<file path="config.mk">
export PLATFORM = sky130hd
export DESIGN_NAME = jtag_tap
export DESIGN_NICKNAME = d
export VERILOG_FILES = /design/src/shared/jtag_tap_pkg.sv /design/src/hw/tap_sync.sv /design/src/hw/jtag_tap.sv
export VERILOG_INCLUDE_DIRS = /design/src /design/src/shared
export SDC_FILE = /design/constraint.sdc
export NUM_CORES = 1
export LEC_CHECK = 0
export ABC_AREA = 1
export BUFFER_PORTS_ARGS = -buffer_cell sky130_fd_sc_hd__buf_2
export CAP_MARGIN = 30
export CORE_ASPECT_RATIO = 0.6
export CORE_UTILIZATION = 59
export DETAILED_ROUTE_END_ITERATION = 10
export PLACE_DENSITY_LB_ADDON = 0.15
export RECOVER_POWER = 25
export SLEW_MARGIN = 20
export SYNTH_ARGS = -nofsm -noshare
export SYNTH_HDL_FRONTEND = slang
export SYNTH_HIERARCHICAL = 1
export SYNTH_SLANG_ARGS = --single-unit
export TNS_END_PERCENT = 10
</file>
<file path="constraint.sdc">
create_clock -name clk -period 4.83 [get_ports clk]
set_input_delay 0.966 -clock clk [delete_from_list [all_inputs] [get_ports clk]]
set_output_delay 0.966 -clock clk [all_outputs]
set_load 0.02 [all_outputs]
</file>
<file path="src/shared/jtag_tap_params.svh">
// How it works
// - Instruction register is four bits wide
// - All shift paths move LSB first
// - Opcode 0 drives pins from chain latches
// - External test: capture pins, shift, update outputs
// - Each pin: pull disable, control, data, input
// - Opcode 1 selects ID; default after reset
// - ID holds version, part code, maker code
// - ID captured at Capture-DR, shifted out
// - Opcode 2 samples and preloads, pins untouched
// - Opcode C selects reset bit, TAP unaffected
// - Reset bit high resets chip immediately
// - Release keeps reset for selected time-out
// - Chip reset tri-states pads except under EXTEST, no HIGHZ opcode
// - Opcode F selects single bypass stage
// - Bypass captures zero, shifts in Shift-DR
// - Port enabled by fuse and clear disable bit
// - Scan is paced by the chip clock, which samples TCK
// - Five TMS-high TCK periods reach Test-Logic-Reset
`ifndef JTAG_TAP_PARAMS_SVH
`define JTAG_TAP_PARAMS_SVH

// ----------------------------------------
// Instruction codes
// ----------------------------------------
`define IR_WIDTH 4
`define OP_EXTEST 4'h0
`define OP_IDCODE 4'h1
`define OP_SAMPLE 4'h2
`define OP_CHIP_RESET 4'hC
`define OP_BYPASS 4'hF
`define IR_CAPTURE 4'h1

// ----------------------------------------
// Identification layout
// ----------------------------------------
`define ID_WIDTH 32
`define ID_VER_W 4
`define ID_PART_W 16
`define ID_MFR_W 11
`define ID_MARK 1'h1

// ----------------------------------------
// Boundary cells per pin
// ----------------------------------------
`define CELLS_PER_PIN 4
`define CELL_PUD 0
`define CELL_OC 1
`define CELL_OD 2
`define CELL_ID 3

// ----------------------------------------
// Timing
// ----------------------------------------
`define CLK_MHZ 10
`define RST_TOUT_SHORT_US 4
`define RST_TOUT_LONG_US 65000
`define TMS_RESET_BITS 5

`endif

</file>
<file path="src/shared/jtag_tap_pkg.sv">
package jtag_tap_pkg;

  typedef enum logic [3:0] {
    ST_RESET, ST_IDLE,
    ST_SEL_DR, ST_CAP_DR, ST_SH_DR, ST_EX1_DR, ST_PAU_DR, ST_EX2_DR, ST_UPD_DR,
    ST_SEL_IR, ST_CAP_IR, ST_SH_IR, ST_EX1_IR, ST_PAU_IR, ST_EX2_IR, ST_UPD_IR
  } tap_state_e;

  typedef enum logic [1:0] {
    SEL_BYPASS, SEL_IDCODE, SEL_BSCAN, SEL_RESET
  } dr_sel_e;

  typedef struct packed {
    logic pull_disable;
    logic out_en;
    logic out_data;
  } pin_ctl_s;

endpackage

</file>
<file path="src/hw/tap_sync.sv">
`timescale 1ns/1ps
`default_nettype none
module tap_sync #(
  parameter int WIDTH = 1
) (
  // Clock and reset
  input wire logic clk,
  input wire logic rst,
  // Data
  input wire logic [WIDTH-1:0] d,
  output logic [WIDTH-1:0] q
);
  logic [WIDTH-1:0] meta;

  always_ff @(posedge clk or posedge rst) begin
    if (rst) begin
      meta <= '0;
      q <= '0;
    end else begin
      meta <= d;
      q <= meta;
    end
  end
endmodule
`default_nettype wire

</file>
<file path="src/hw/jtag_tap.sv">
`timescale 1ns/1ps
`default_nettype none
`include "jtag_tap_params.svh"
module jtag_tap import jtag_tap_pkg::*; #(
  parameter int PIN_COUNT = 8,
  parameter logic [`ID_VER_W-1:0] ID_VERSION = 4'h0,
  // Arbitrary neutral identity values
  parameter logic [`ID_PART_W-1:0] ID_PART = 16'h1234,
  parameter logic [`ID_MFR_W-1:0] ID_MFR = 11'h055,
  parameter int TOUT_W = 20,
  parameter int unsigned TOUT_SHORT_CYC = `RST_TOUT_SHORT_US * `CLK_MHZ,
  parameter int unsigned TOUT_LONG_CYC = `RST_TOUT_LONG_US * `CLK_MHZ
) (
  // Clock and reset
  input wire logic clk,
  input wire logic rst,
  // Test access pins
  input wire logic tck,
  input wire logic tms,
  input wire logic tdi,
  output logic tdo,
  output logic tdo_oe,
  // Enable controls
  input wire logic tap_enable_fuse,
  input wire logic tap_disable_bit,
  // Clock option: long reset time-out
  input wire logic timeout_long_sel,
  // Port pins
  input wire logic [PIN_COUNT-1:0] pin_in,
  input wire pin_ctl_s [PIN_COUNT-1:0] core_ctl,
  output pin_ctl_s [PIN_COUNT-1:0] pad_ctl,
  // Chip reset
  output logic chip_reset
);
  localparam int CHAIN = PIN_COUNT * `CELLS_PER_PIN;
  localparam logic [`ID_WIDTH-1:0] ID_VALUE = {ID_VERSION, ID_PART, ID_MFR, `ID_MARK};

  // ----------------------------------------
  // Pin sampling
  // ----------------------------------------
  // TCK is only sampled, so it must stay well below half the clock rate
  logic tck_s, tms_s, tdi_s, tck_d;
  logic [PIN_COUNT-1:0] pin_s;

  tap_sync #(.WIDTH(3)) u_sync_tap (
    .clk(clk),
    .rst(rst),
    .d({tck, tms, tdi}),
    .q({tck_s, tms_s, tdi_s})
  );

  tap_sync #(.WIDTH(PIN_COUNT)) u_sync_pins (
    .clk(clk),
    .rst(rst),
    .d(pin_in),
    .q(pin_s)
  );

  always_ff @(posedge clk or posedge rst) begin
    if (rst) begin
      tck_d <= 1'b0;
    end else begin
      tck_d <= tck_s;
    end
  end

  wire tck_rise = tck_s & ~tck_d;
  wire tck_fall = ~tck_s & tck_d;
  wire tap_on = tap_enable_fuse & ~tap_disable_bit;

  // ----------------------------------------
  // Controller state machine
  // ----------------------------------------
  tap_state_e state, next_state;

  always_comb begin
    next_state = state;
    case (state)
      ST_RESET: next_state = tms_s ? ST_RESET : ST_IDLE;
      ST_IDLE: next_state = tms_s ? ST_SEL_DR : ST_IDLE;
      ST_SEL_DR: next_state = tms_s ? ST_SEL_IR : ST_CAP_DR;
      ST_CAP_DR: next_state = tms_s ? ST_EX1_DR : ST_SH_DR;
      ST_SH_DR: next_state = tms_s ? ST_EX1_DR : ST_SH_DR;
      ST_EX1_DR: next_state = tms_s ? ST_UPD_DR : ST_PAU_DR;
      ST_PAU_DR: next_state = tms_s ? ST_EX2_DR : ST_PAU_DR;
      ST_EX2_DR: next_state = tms_s ? ST_UPD_DR : ST_SH_DR;
      ST_UPD_DR: next_state = tms_s ? ST_SEL_DR : ST_IDLE;
      ST_SEL_IR: next_state = tms_s ? ST_RESET : ST_CAP_IR;
      ST_CAP_IR: next_state = tms_s ? ST_EX1_IR : ST_SH_IR;
      ST_SH_IR: next_state = tms_s ? ST_EX1_IR : ST_SH_IR;
      ST_EX1_IR: next_state = tms_s ? ST_UPD_IR : ST_PAU_IR;
      ST_PAU_IR: next_state = tms_s ? ST_EX2_IR : ST_PAU_IR;
      ST_EX2_IR: next_state = tms_s ? ST_UPD_IR : ST_SH_IR;
      ST_UPD_IR: next_state = tms_s ? ST_SEL_DR : ST_IDLE;
      default: next_state = ST_RESET;
    endcase
  end

  always_ff @(posedge clk or posedge rst) begin
    if (rst) begin
      state <= ST_RESET;
    end else if (!tap_on) begin
      state <= ST_RESET;
    end else if (tck_rise) begin
      state <= next_state;
    end
  end

  // ----------------------------------------
  // Instruction register
  // ----------------------------------------
  logic [`IR_WIDTH-1:0] ir_shift, ir;

  always_ff @(posedge clk or posedge rst) begin
    if (rst) begin
      ir_shift <= '0;
      ir <= `OP_IDCODE;
    end else if (state == ST_RESET) begin
      ir <= `OP_IDCODE;
    end else if (tck_rise && state == ST_CAP_IR) begin
      ir_shift <= `IR_CAPTURE;
    end else if (tck_rise && state == ST_SH_IR) begin
      ir_shift <= {tdi_s, ir_shift[`IR_WIDTH-1:1]};
    end else if (tck_fall && state == ST_UPD_IR) begin
      ir <= ir_shift;
    end
  end

  // ----------------------------------------
  // Data path decode
  // ----------------------------------------
  wire is_extest = (ir == `OP_EXTEST);
  wire is_sample = (ir == `OP_SAMPLE);
  wire is_idcode = (ir == `OP_IDCODE);
  wire is_reset = (ir == `OP_CHIP_RESET);
  // Anything unassigned falls through to the one-bit path
  wire dr_sel_e dr_sel = (is_extest | is_sample) ? SEL_BSCAN :
                         is_idcode ? SEL_IDCODE :
                         is_reset ? SEL_RESET :
                         SEL_BYPASS;

  wire dr_capture = tck_rise && (state == ST_CAP_DR);
  wire dr_shift = tck_rise && (state == ST_SH_DR);
  wire dr_update = tck_fall && (state == ST_UPD_DR);

  // ----------------------------------------
  // Bypass, identification and reset bit
  // ----------------------------------------
  logic bypass;
  logic [`ID_WIDTH-1:0] id_shift;
  logic reset_bit;

  always_ff @(posedge clk or posedge rst) begin
    if (rst) begin
      bypass <= 1'b0;
    end else if (dr_capture && dr_sel == SEL_BYPASS) begin
      bypass <= 1'b0;
    end else if (dr_shift && dr_sel == SEL_BYPASS) begin
      bypass <= tdi_s;
    end
  end

  always_ff @(posedge clk or posedge rst) begin
    if (rst) begin
      id_shift <= '0;
    end else if (dr_capture && dr_sel == SEL_IDCODE) begin
      id_shift <= ID_VALUE;
    end else if (dr_shift && dr_sel == SEL_IDCODE) begin
      id_shift <= {tdi_s, id_shift[`ID_WIDTH-1:1]};
    end
  end

  // Not reset by the TAP state machine, only by the block reset
  always_ff @(posedge clk or posedge rst) begin
    if (rst) begin
      reset_bit <= 1'b0;
    end else if (dr_shift && dr_sel == SEL_RESET) begin
      reset_bit <= tdi_s;
    end
  end

  // ----------------------------------------
  // Boundary chain
  // ----------------------------------------
  logic [CHAIN-1:0] bs_shift, bs_latch, bs_capture;
  pin_ctl_s [PIN_COUNT-1:0] latch_ctl;

  for (genvar i = 0; i < PIN_COUNT; i++) begin : g_pin
    assign bs_capture[i*`CELLS_PER_PIN+`CELL_PUD] = core_ctl[i].pull_disable;
    assign bs_capture[i*`CELLS_PER_PIN+`CELL_OC] = core_ctl[i].out_en;
    assign bs_capture[i*`CELLS_PER_PIN+`CELL_OD] = core_ctl[i].out_data;
    assign bs_capture[i*`CELLS_PER_PIN+`CELL_ID] = pin_s[i];
    assign latch_ctl[i].pull_disable = bs_latch[i*`CELLS_PER_PIN+`CELL_PUD];
    assign latch_ctl[i].out_en = bs_latch[i*`CELLS_PER_PIN+`CELL_OC];
    assign latch_ctl[i].out_data = bs_latch[i*`CELLS_PER_PIN+`CELL_OD];
  end

  always_ff @(posedge clk or posedge rst) begin
    if (rst) begin
      bs_shift <= '0;
    end else if (dr_capture && dr_sel == SEL_BSCAN) begin
      bs_shift <= bs_capture;
    end else if (dr_shift && dr_sel == SEL_BSCAN) begin
      bs_shift <= {tdi_s, bs_shift[CHAIN-1:1]};
    end
  end

  // Latches reset to all-off; a preload is still advised before external test
  always_ff @(posedge clk or posedge rst) begin
    if (rst) begin
      bs_latch <= '0;
    end else if (dr_update && dr_sel == SEL_BSCAN) begin
      bs_latch <= bs_shift;
    end
  end

  // ----------------------------------------
  // Chip reset and time-out
  // ----------------------------------------
  logic [TOUT_W-1:0] tout_cnt;
  wire [TOUT_W-1:0] tout_load = timeout_long_sel ? TOUT_W'(TOUT_LONG_CYC) : TOUT_W'(TOUT_SHORT_CYC);

  always_ff @(posedge clk or posedge rst) begin
    if (rst) begin
      tout_cnt <= '0;
    end else if (reset_bit) begin
      tout_cnt <= tout_load;
    end else if (tout_cnt != '0) begin
      tout_cnt <= tout_cnt - 1'b1;
    end
  end

  // Unlatched on purpose: reset follows the bit while it is shifted
  assign chip_reset = reset_bit | (tout_cnt != '0);

  // ----------------------------------------
  // Pad control
  // ----------------------------------------
  wire pin_ctl_s reset_ctl = '{pull_disable: 1'b1, out_en: 1'b0, out_data: 1'b0};

  for (genvar i = 0; i < PIN_COUNT; i++) begin : g_pad
    assign pad_ctl[i] = is_extest ? latch_ctl[i] :
                        chip_reset ? reset_ctl :
                        core_ctl[i];
  end

  // ----------------------------------------
  // Serial output
  // ----------------------------------------
  wire dr_lsb = (dr_sel == SEL_IDCODE) ? id_shift[0] :
                (dr_sel == SEL_BSCAN) ? bs_shift[0] :
                (dr_sel == SEL_RESET) ? reset_bit : bypass;

  always_ff @(posedge clk or posedge rst) begin
    if (rst) begin
      tdo <= 1'b0;
      tdo_oe <= 1'b0;
    end else if (!tap_on) begin
      tdo_oe <= 1'b0;
    end else if (tck_fall) begin
      tdo <= (state == ST_SH_IR) ? ir_shift[0] : dr_lsb;
      tdo_oe <= (state == ST_SH_IR) || (state == ST_SH_DR);
    end
  end

  // ----------------------------------------
  // Checks
  // ----------------------------------------
  logic [2:0] tms_run;

  always_ff @(posedge clk or posedge rst) begin
    if (rst) begin
      tms_run <= 3'h0;
    end else if (tck_rise) begin
      tms_run <= !tms_s ? 3'h0 : (tms_run == 3'h7) ? 3'h7 : tms_run + 3'h1;
    end
  end
endmodule
`default_nettype wire

</file>
==> flow_summary_export.csv <==
group,metric,value,unit
detailed_routing,dr.pass1.iters,5,
clock_tree,clk_latency,0.42,ns
cells_and_area,drive_above_1_share,14.59,%
detailed_routing,num_vias,6086,
cells_and_area,fin_nets,968,
setup_path,worstPathArrival,2.72,ns
synth,ys_seq_elements,147,
global_route,gr-usage-all-layers,29.88,%
outcome,outcome,"finished with violations",
power,total_power,0.002662,W
worst_hold_path,hold_depth,0,
setup_path,crit-reg2reg-launch,"state[1]",
clock_tree,tritoncts,"yes",
power,vdd_ir_drop_max,0.2819,mV
synth,seq_area_frac_synth,52.48,%
timing,tns,0,ns
timing,period_needed,3.681,ns
cells_and_area,utilization,69.67,%
worst_hold_path,min_path_type,"reg -> reg",
synth,synth_area_leaders,"dfrtp_1 (52%), nand2_1 (13%), o21ai_0 (6.2%)",
worst_hold_path,hold_start,"u_sync_pins/meta[1]",
floorplan,die_w,142.7,um
power,power_density,333.7,nW/um^2
synth,syn_avg_cell_area,8.059,um^2
detailed_routing,ant_nets,0,
timing,fin_crit_sh,76.21,%
synth,netlist_area,7012,um^2
clock_tree,numCtsBuffers,17,
placement,globalplace.congestion,0.9055,
timing,hold_viol,0,
cells_and_area,seq_area,3680,um^2
synth,yosysMostFrequentCell,"nand2_1",
clock_tree,postCtsHoldBufs,0,
detailed_routing,wl_per_cell,15.64,um
clock_tree,clock_sinks,147,
synth,yosysUniqueCellTypes,36,
detailed_routing,drc,0,
detailed_routing,wl,17190,um
timing,rsz0062_at_grt,"no",
global_route,met3_usage,7.348,%
floorplan,fp.coreArea,11450,um^2
worst_hold_path,min_to,"u_sync_pins/q[1]",
setup_path,required,3.86,ns
synth,netlist_instances,870,
cells_and_area,syn_to_final_growth,13.76,%
placement,hpwl,11510,um
global_route,grtUsageMet1,43.60,%
global_route,grt_pass1_vias,5664,
power,leakagePower,4.171,nW
global_route,top_usage_layer,"met2",
placement,port_buffers,66,
detailed_routing,vias_per_cell,5.538,
clock_tree,htree_levels,4,
outcome,violations,"capacitance limit, slew limit",
synth,synthArstFlopShare,100.0,%
setup_path,startpoint_type,"register",
timing,fmax,271.7,MHz
setup_path,end_kind,"primary output",
synth,synth_common_cells,"nand2_1 (238), dfrtp_1 (146), nor2_1 (107)",
floorplan,rows,30,
clock_tree,cts_root_buf,"clkbuf_16",
timing,slew-limit-headroom,-13.85,%
cells_and_area,num-fill-cells,905,
setup_path,worstReg2RegEnd,"bs_shift[15]",
synth,yosysWarnings,6,
flow_run,maxCapViolCount,1,
cells_and_area,n_antenna_cell,0,
global_route,use_met2,44.34,%
timing,worst_slew_pin_slew,1.698,ns
clock_tree,clk_path_buf_depth,2,
setup_path,r2r_cells,7,
global_route,grt_start_max_net_pins,57,
floorplan,die_area,12340,um^2
clock_tree,clk_pin_slew,0.06,ns
floorplan,ios,67,
synth,synthFlopType,"dfrtp_1",
synth,synth_edf_count,0,
synth,syn_nets,912,
detailed_routing,drt_first_iter_violations,510,
clock_tree,ctsResizeCount,0,
floorplan,die_h,86.44,um
synth,synth_area_leader_cell,"dfrtp_1",
timing,finalSetupViolations,0,
timing,slew_viol_final,34,
floorplan,start_util,61.25,%
global_route,overflow,0,
synth,synth_top_area_share,52.11,%
global_route,grt_first_pass_wirelength,28020,um
setup_path,rrSetupSlack,2.18,ns
cells_and_area,multi_input_area,2784,um^2
setup_path,cp_max_fo,18,
timing,finClkSkew,0.01034,ns
setup_path,worst-setup-path-type,"reg -> out",
clock_tree,postCtsSetupBuffers,0,
global_route,antenna_found_initial,0,
[how the worst max path moves through the flow]
stage                            from     endpoint  slack, ns  cells past startpoint
after floorplan                   rst  bs_latch[0]       0.54                      1
after global placement    tout_cnt[0]   pad_ctl[4]       1.66                      7
after detailed placement  tout_cnt[0]   pad_ctl[4]       1.59                      7
after CTS                 tout_cnt[0]   pad_ctl[4]       1.18                      7
after global routing      tout_cnt[0]   pad_ctl[4]       0.96                      7
final                     tout_cnt[0]   pad_ctl[4]       1.15                      7
[cell families (layout without fill, tap and decap cells)]
group                      after synthesis  after routing  synth area share, %
AOI/OAI and AO/OA                      162            162                13.03
xor gates and xnor gates                 3              3               0.3748
and+or+nand+nor                        437            437                25.95
DFF                                    147            147                52.48
buffers and inverters                  119            188                7.816
adders and majority gates                2              2               0.3568
[worst max-delay path: stages (launching register included)]
cell and delay [ns]:
dfrtp_1 0.39, clkinv_1 0.17, ha_1 0.20, nand3_1 0.08, nor2_1 0.14, nand4_1 0.63
o21ai_0 0.47, buf_2 0.23
[placed cells by master (no fill, tap or decap), types with 4 or more instances in the layout]
| cell type | netlist | layout |
|---|---|---|
| nand2_1 | 238 | 238 |
| dfrtp_1 | 146 | 146 |
| nor2_1 | 107 | 107 |
| o21ai_0 | 87 | 87 |
| inv_1 | 76 | 75 |
| nand3_1 | 63 | 63 |
| buf_2 | 8 | 63 |
| o21ai_1 | 30 | 30 |
| a21oi_1 | 18 | 18 |
| clkbuf_16 | 0 | 17 |
| nand4_1 | 8 | 8 |
| o211ai_2 | 7 | 7 |
| o21ai_2 | 7 | 7 |
| inv_2 | 6 | 6 |
| nor3_1 | 6 | 6 |
| nor2_2 | 5 | 5 |
| o22ai_1 | 5 | 5 |
| buf_4 | 5 | 5 |
| inv_6 | 0 | 4 |
[per-stage QoR]
stage	instance area, um^2	hold slack (ns)	cells	setup WS [ns]
after detailed placement	7377	0.3347	1067	1.594
final	7976	0.3477	1099	1.149
after global routing	7976	0.3557	1099	0.9568
after floorplan	7012	0.3312	870	0.5381
after CTS	7981	0.3499	1099	1.185
after global placement	7350	0.3326	1066	1.664
[area by class of cell]
| cell class | count | area share (%) |
|---|---|---|
| Sequential cell | 147 | 46.13 |
| Multi-Input combinational cell | 604 | 34.90 |
| Clock buffer | 18 | 5.506 |
| Timing Repair Buffer | 72 | 4.910 |
| Inverter | 84 | 3.969 |
| Tap cell | 160 | 2.510 |
| Clock inverter | 14 | 2.071 |
[state kept, by name, indices dropped and copies added, names as in the netlist]
name              count
ir                    4
tck_d                 1
ir_shift              4
id_shift             32
u_sync_pins/meta      8
u_sync_tap/meta       3
state                 4
tdo                   1
bs_latch             24
bs_shift             32
u_sync_tap/q          3
tout_cnt             20
reset_bit             1
tdo_oe                1
bypass                1
u_sync_pins/q         8
[routing by layer]
metal  wire [um]  part of all wire [%]
met3        1512                   8.8
met2        7475                    43
met5           0                     0
met1        8007                    47
met4         193                   1.1
[power breakdown]
part	total, W	switching, W	internal (W)
combinational	0.0000850	0.0000603	0.0000247
sequential	0.00125	0.00000451	0.00124
clock	0.00133	0.000580	0.000750
Power figures use the tool's default switching activity.
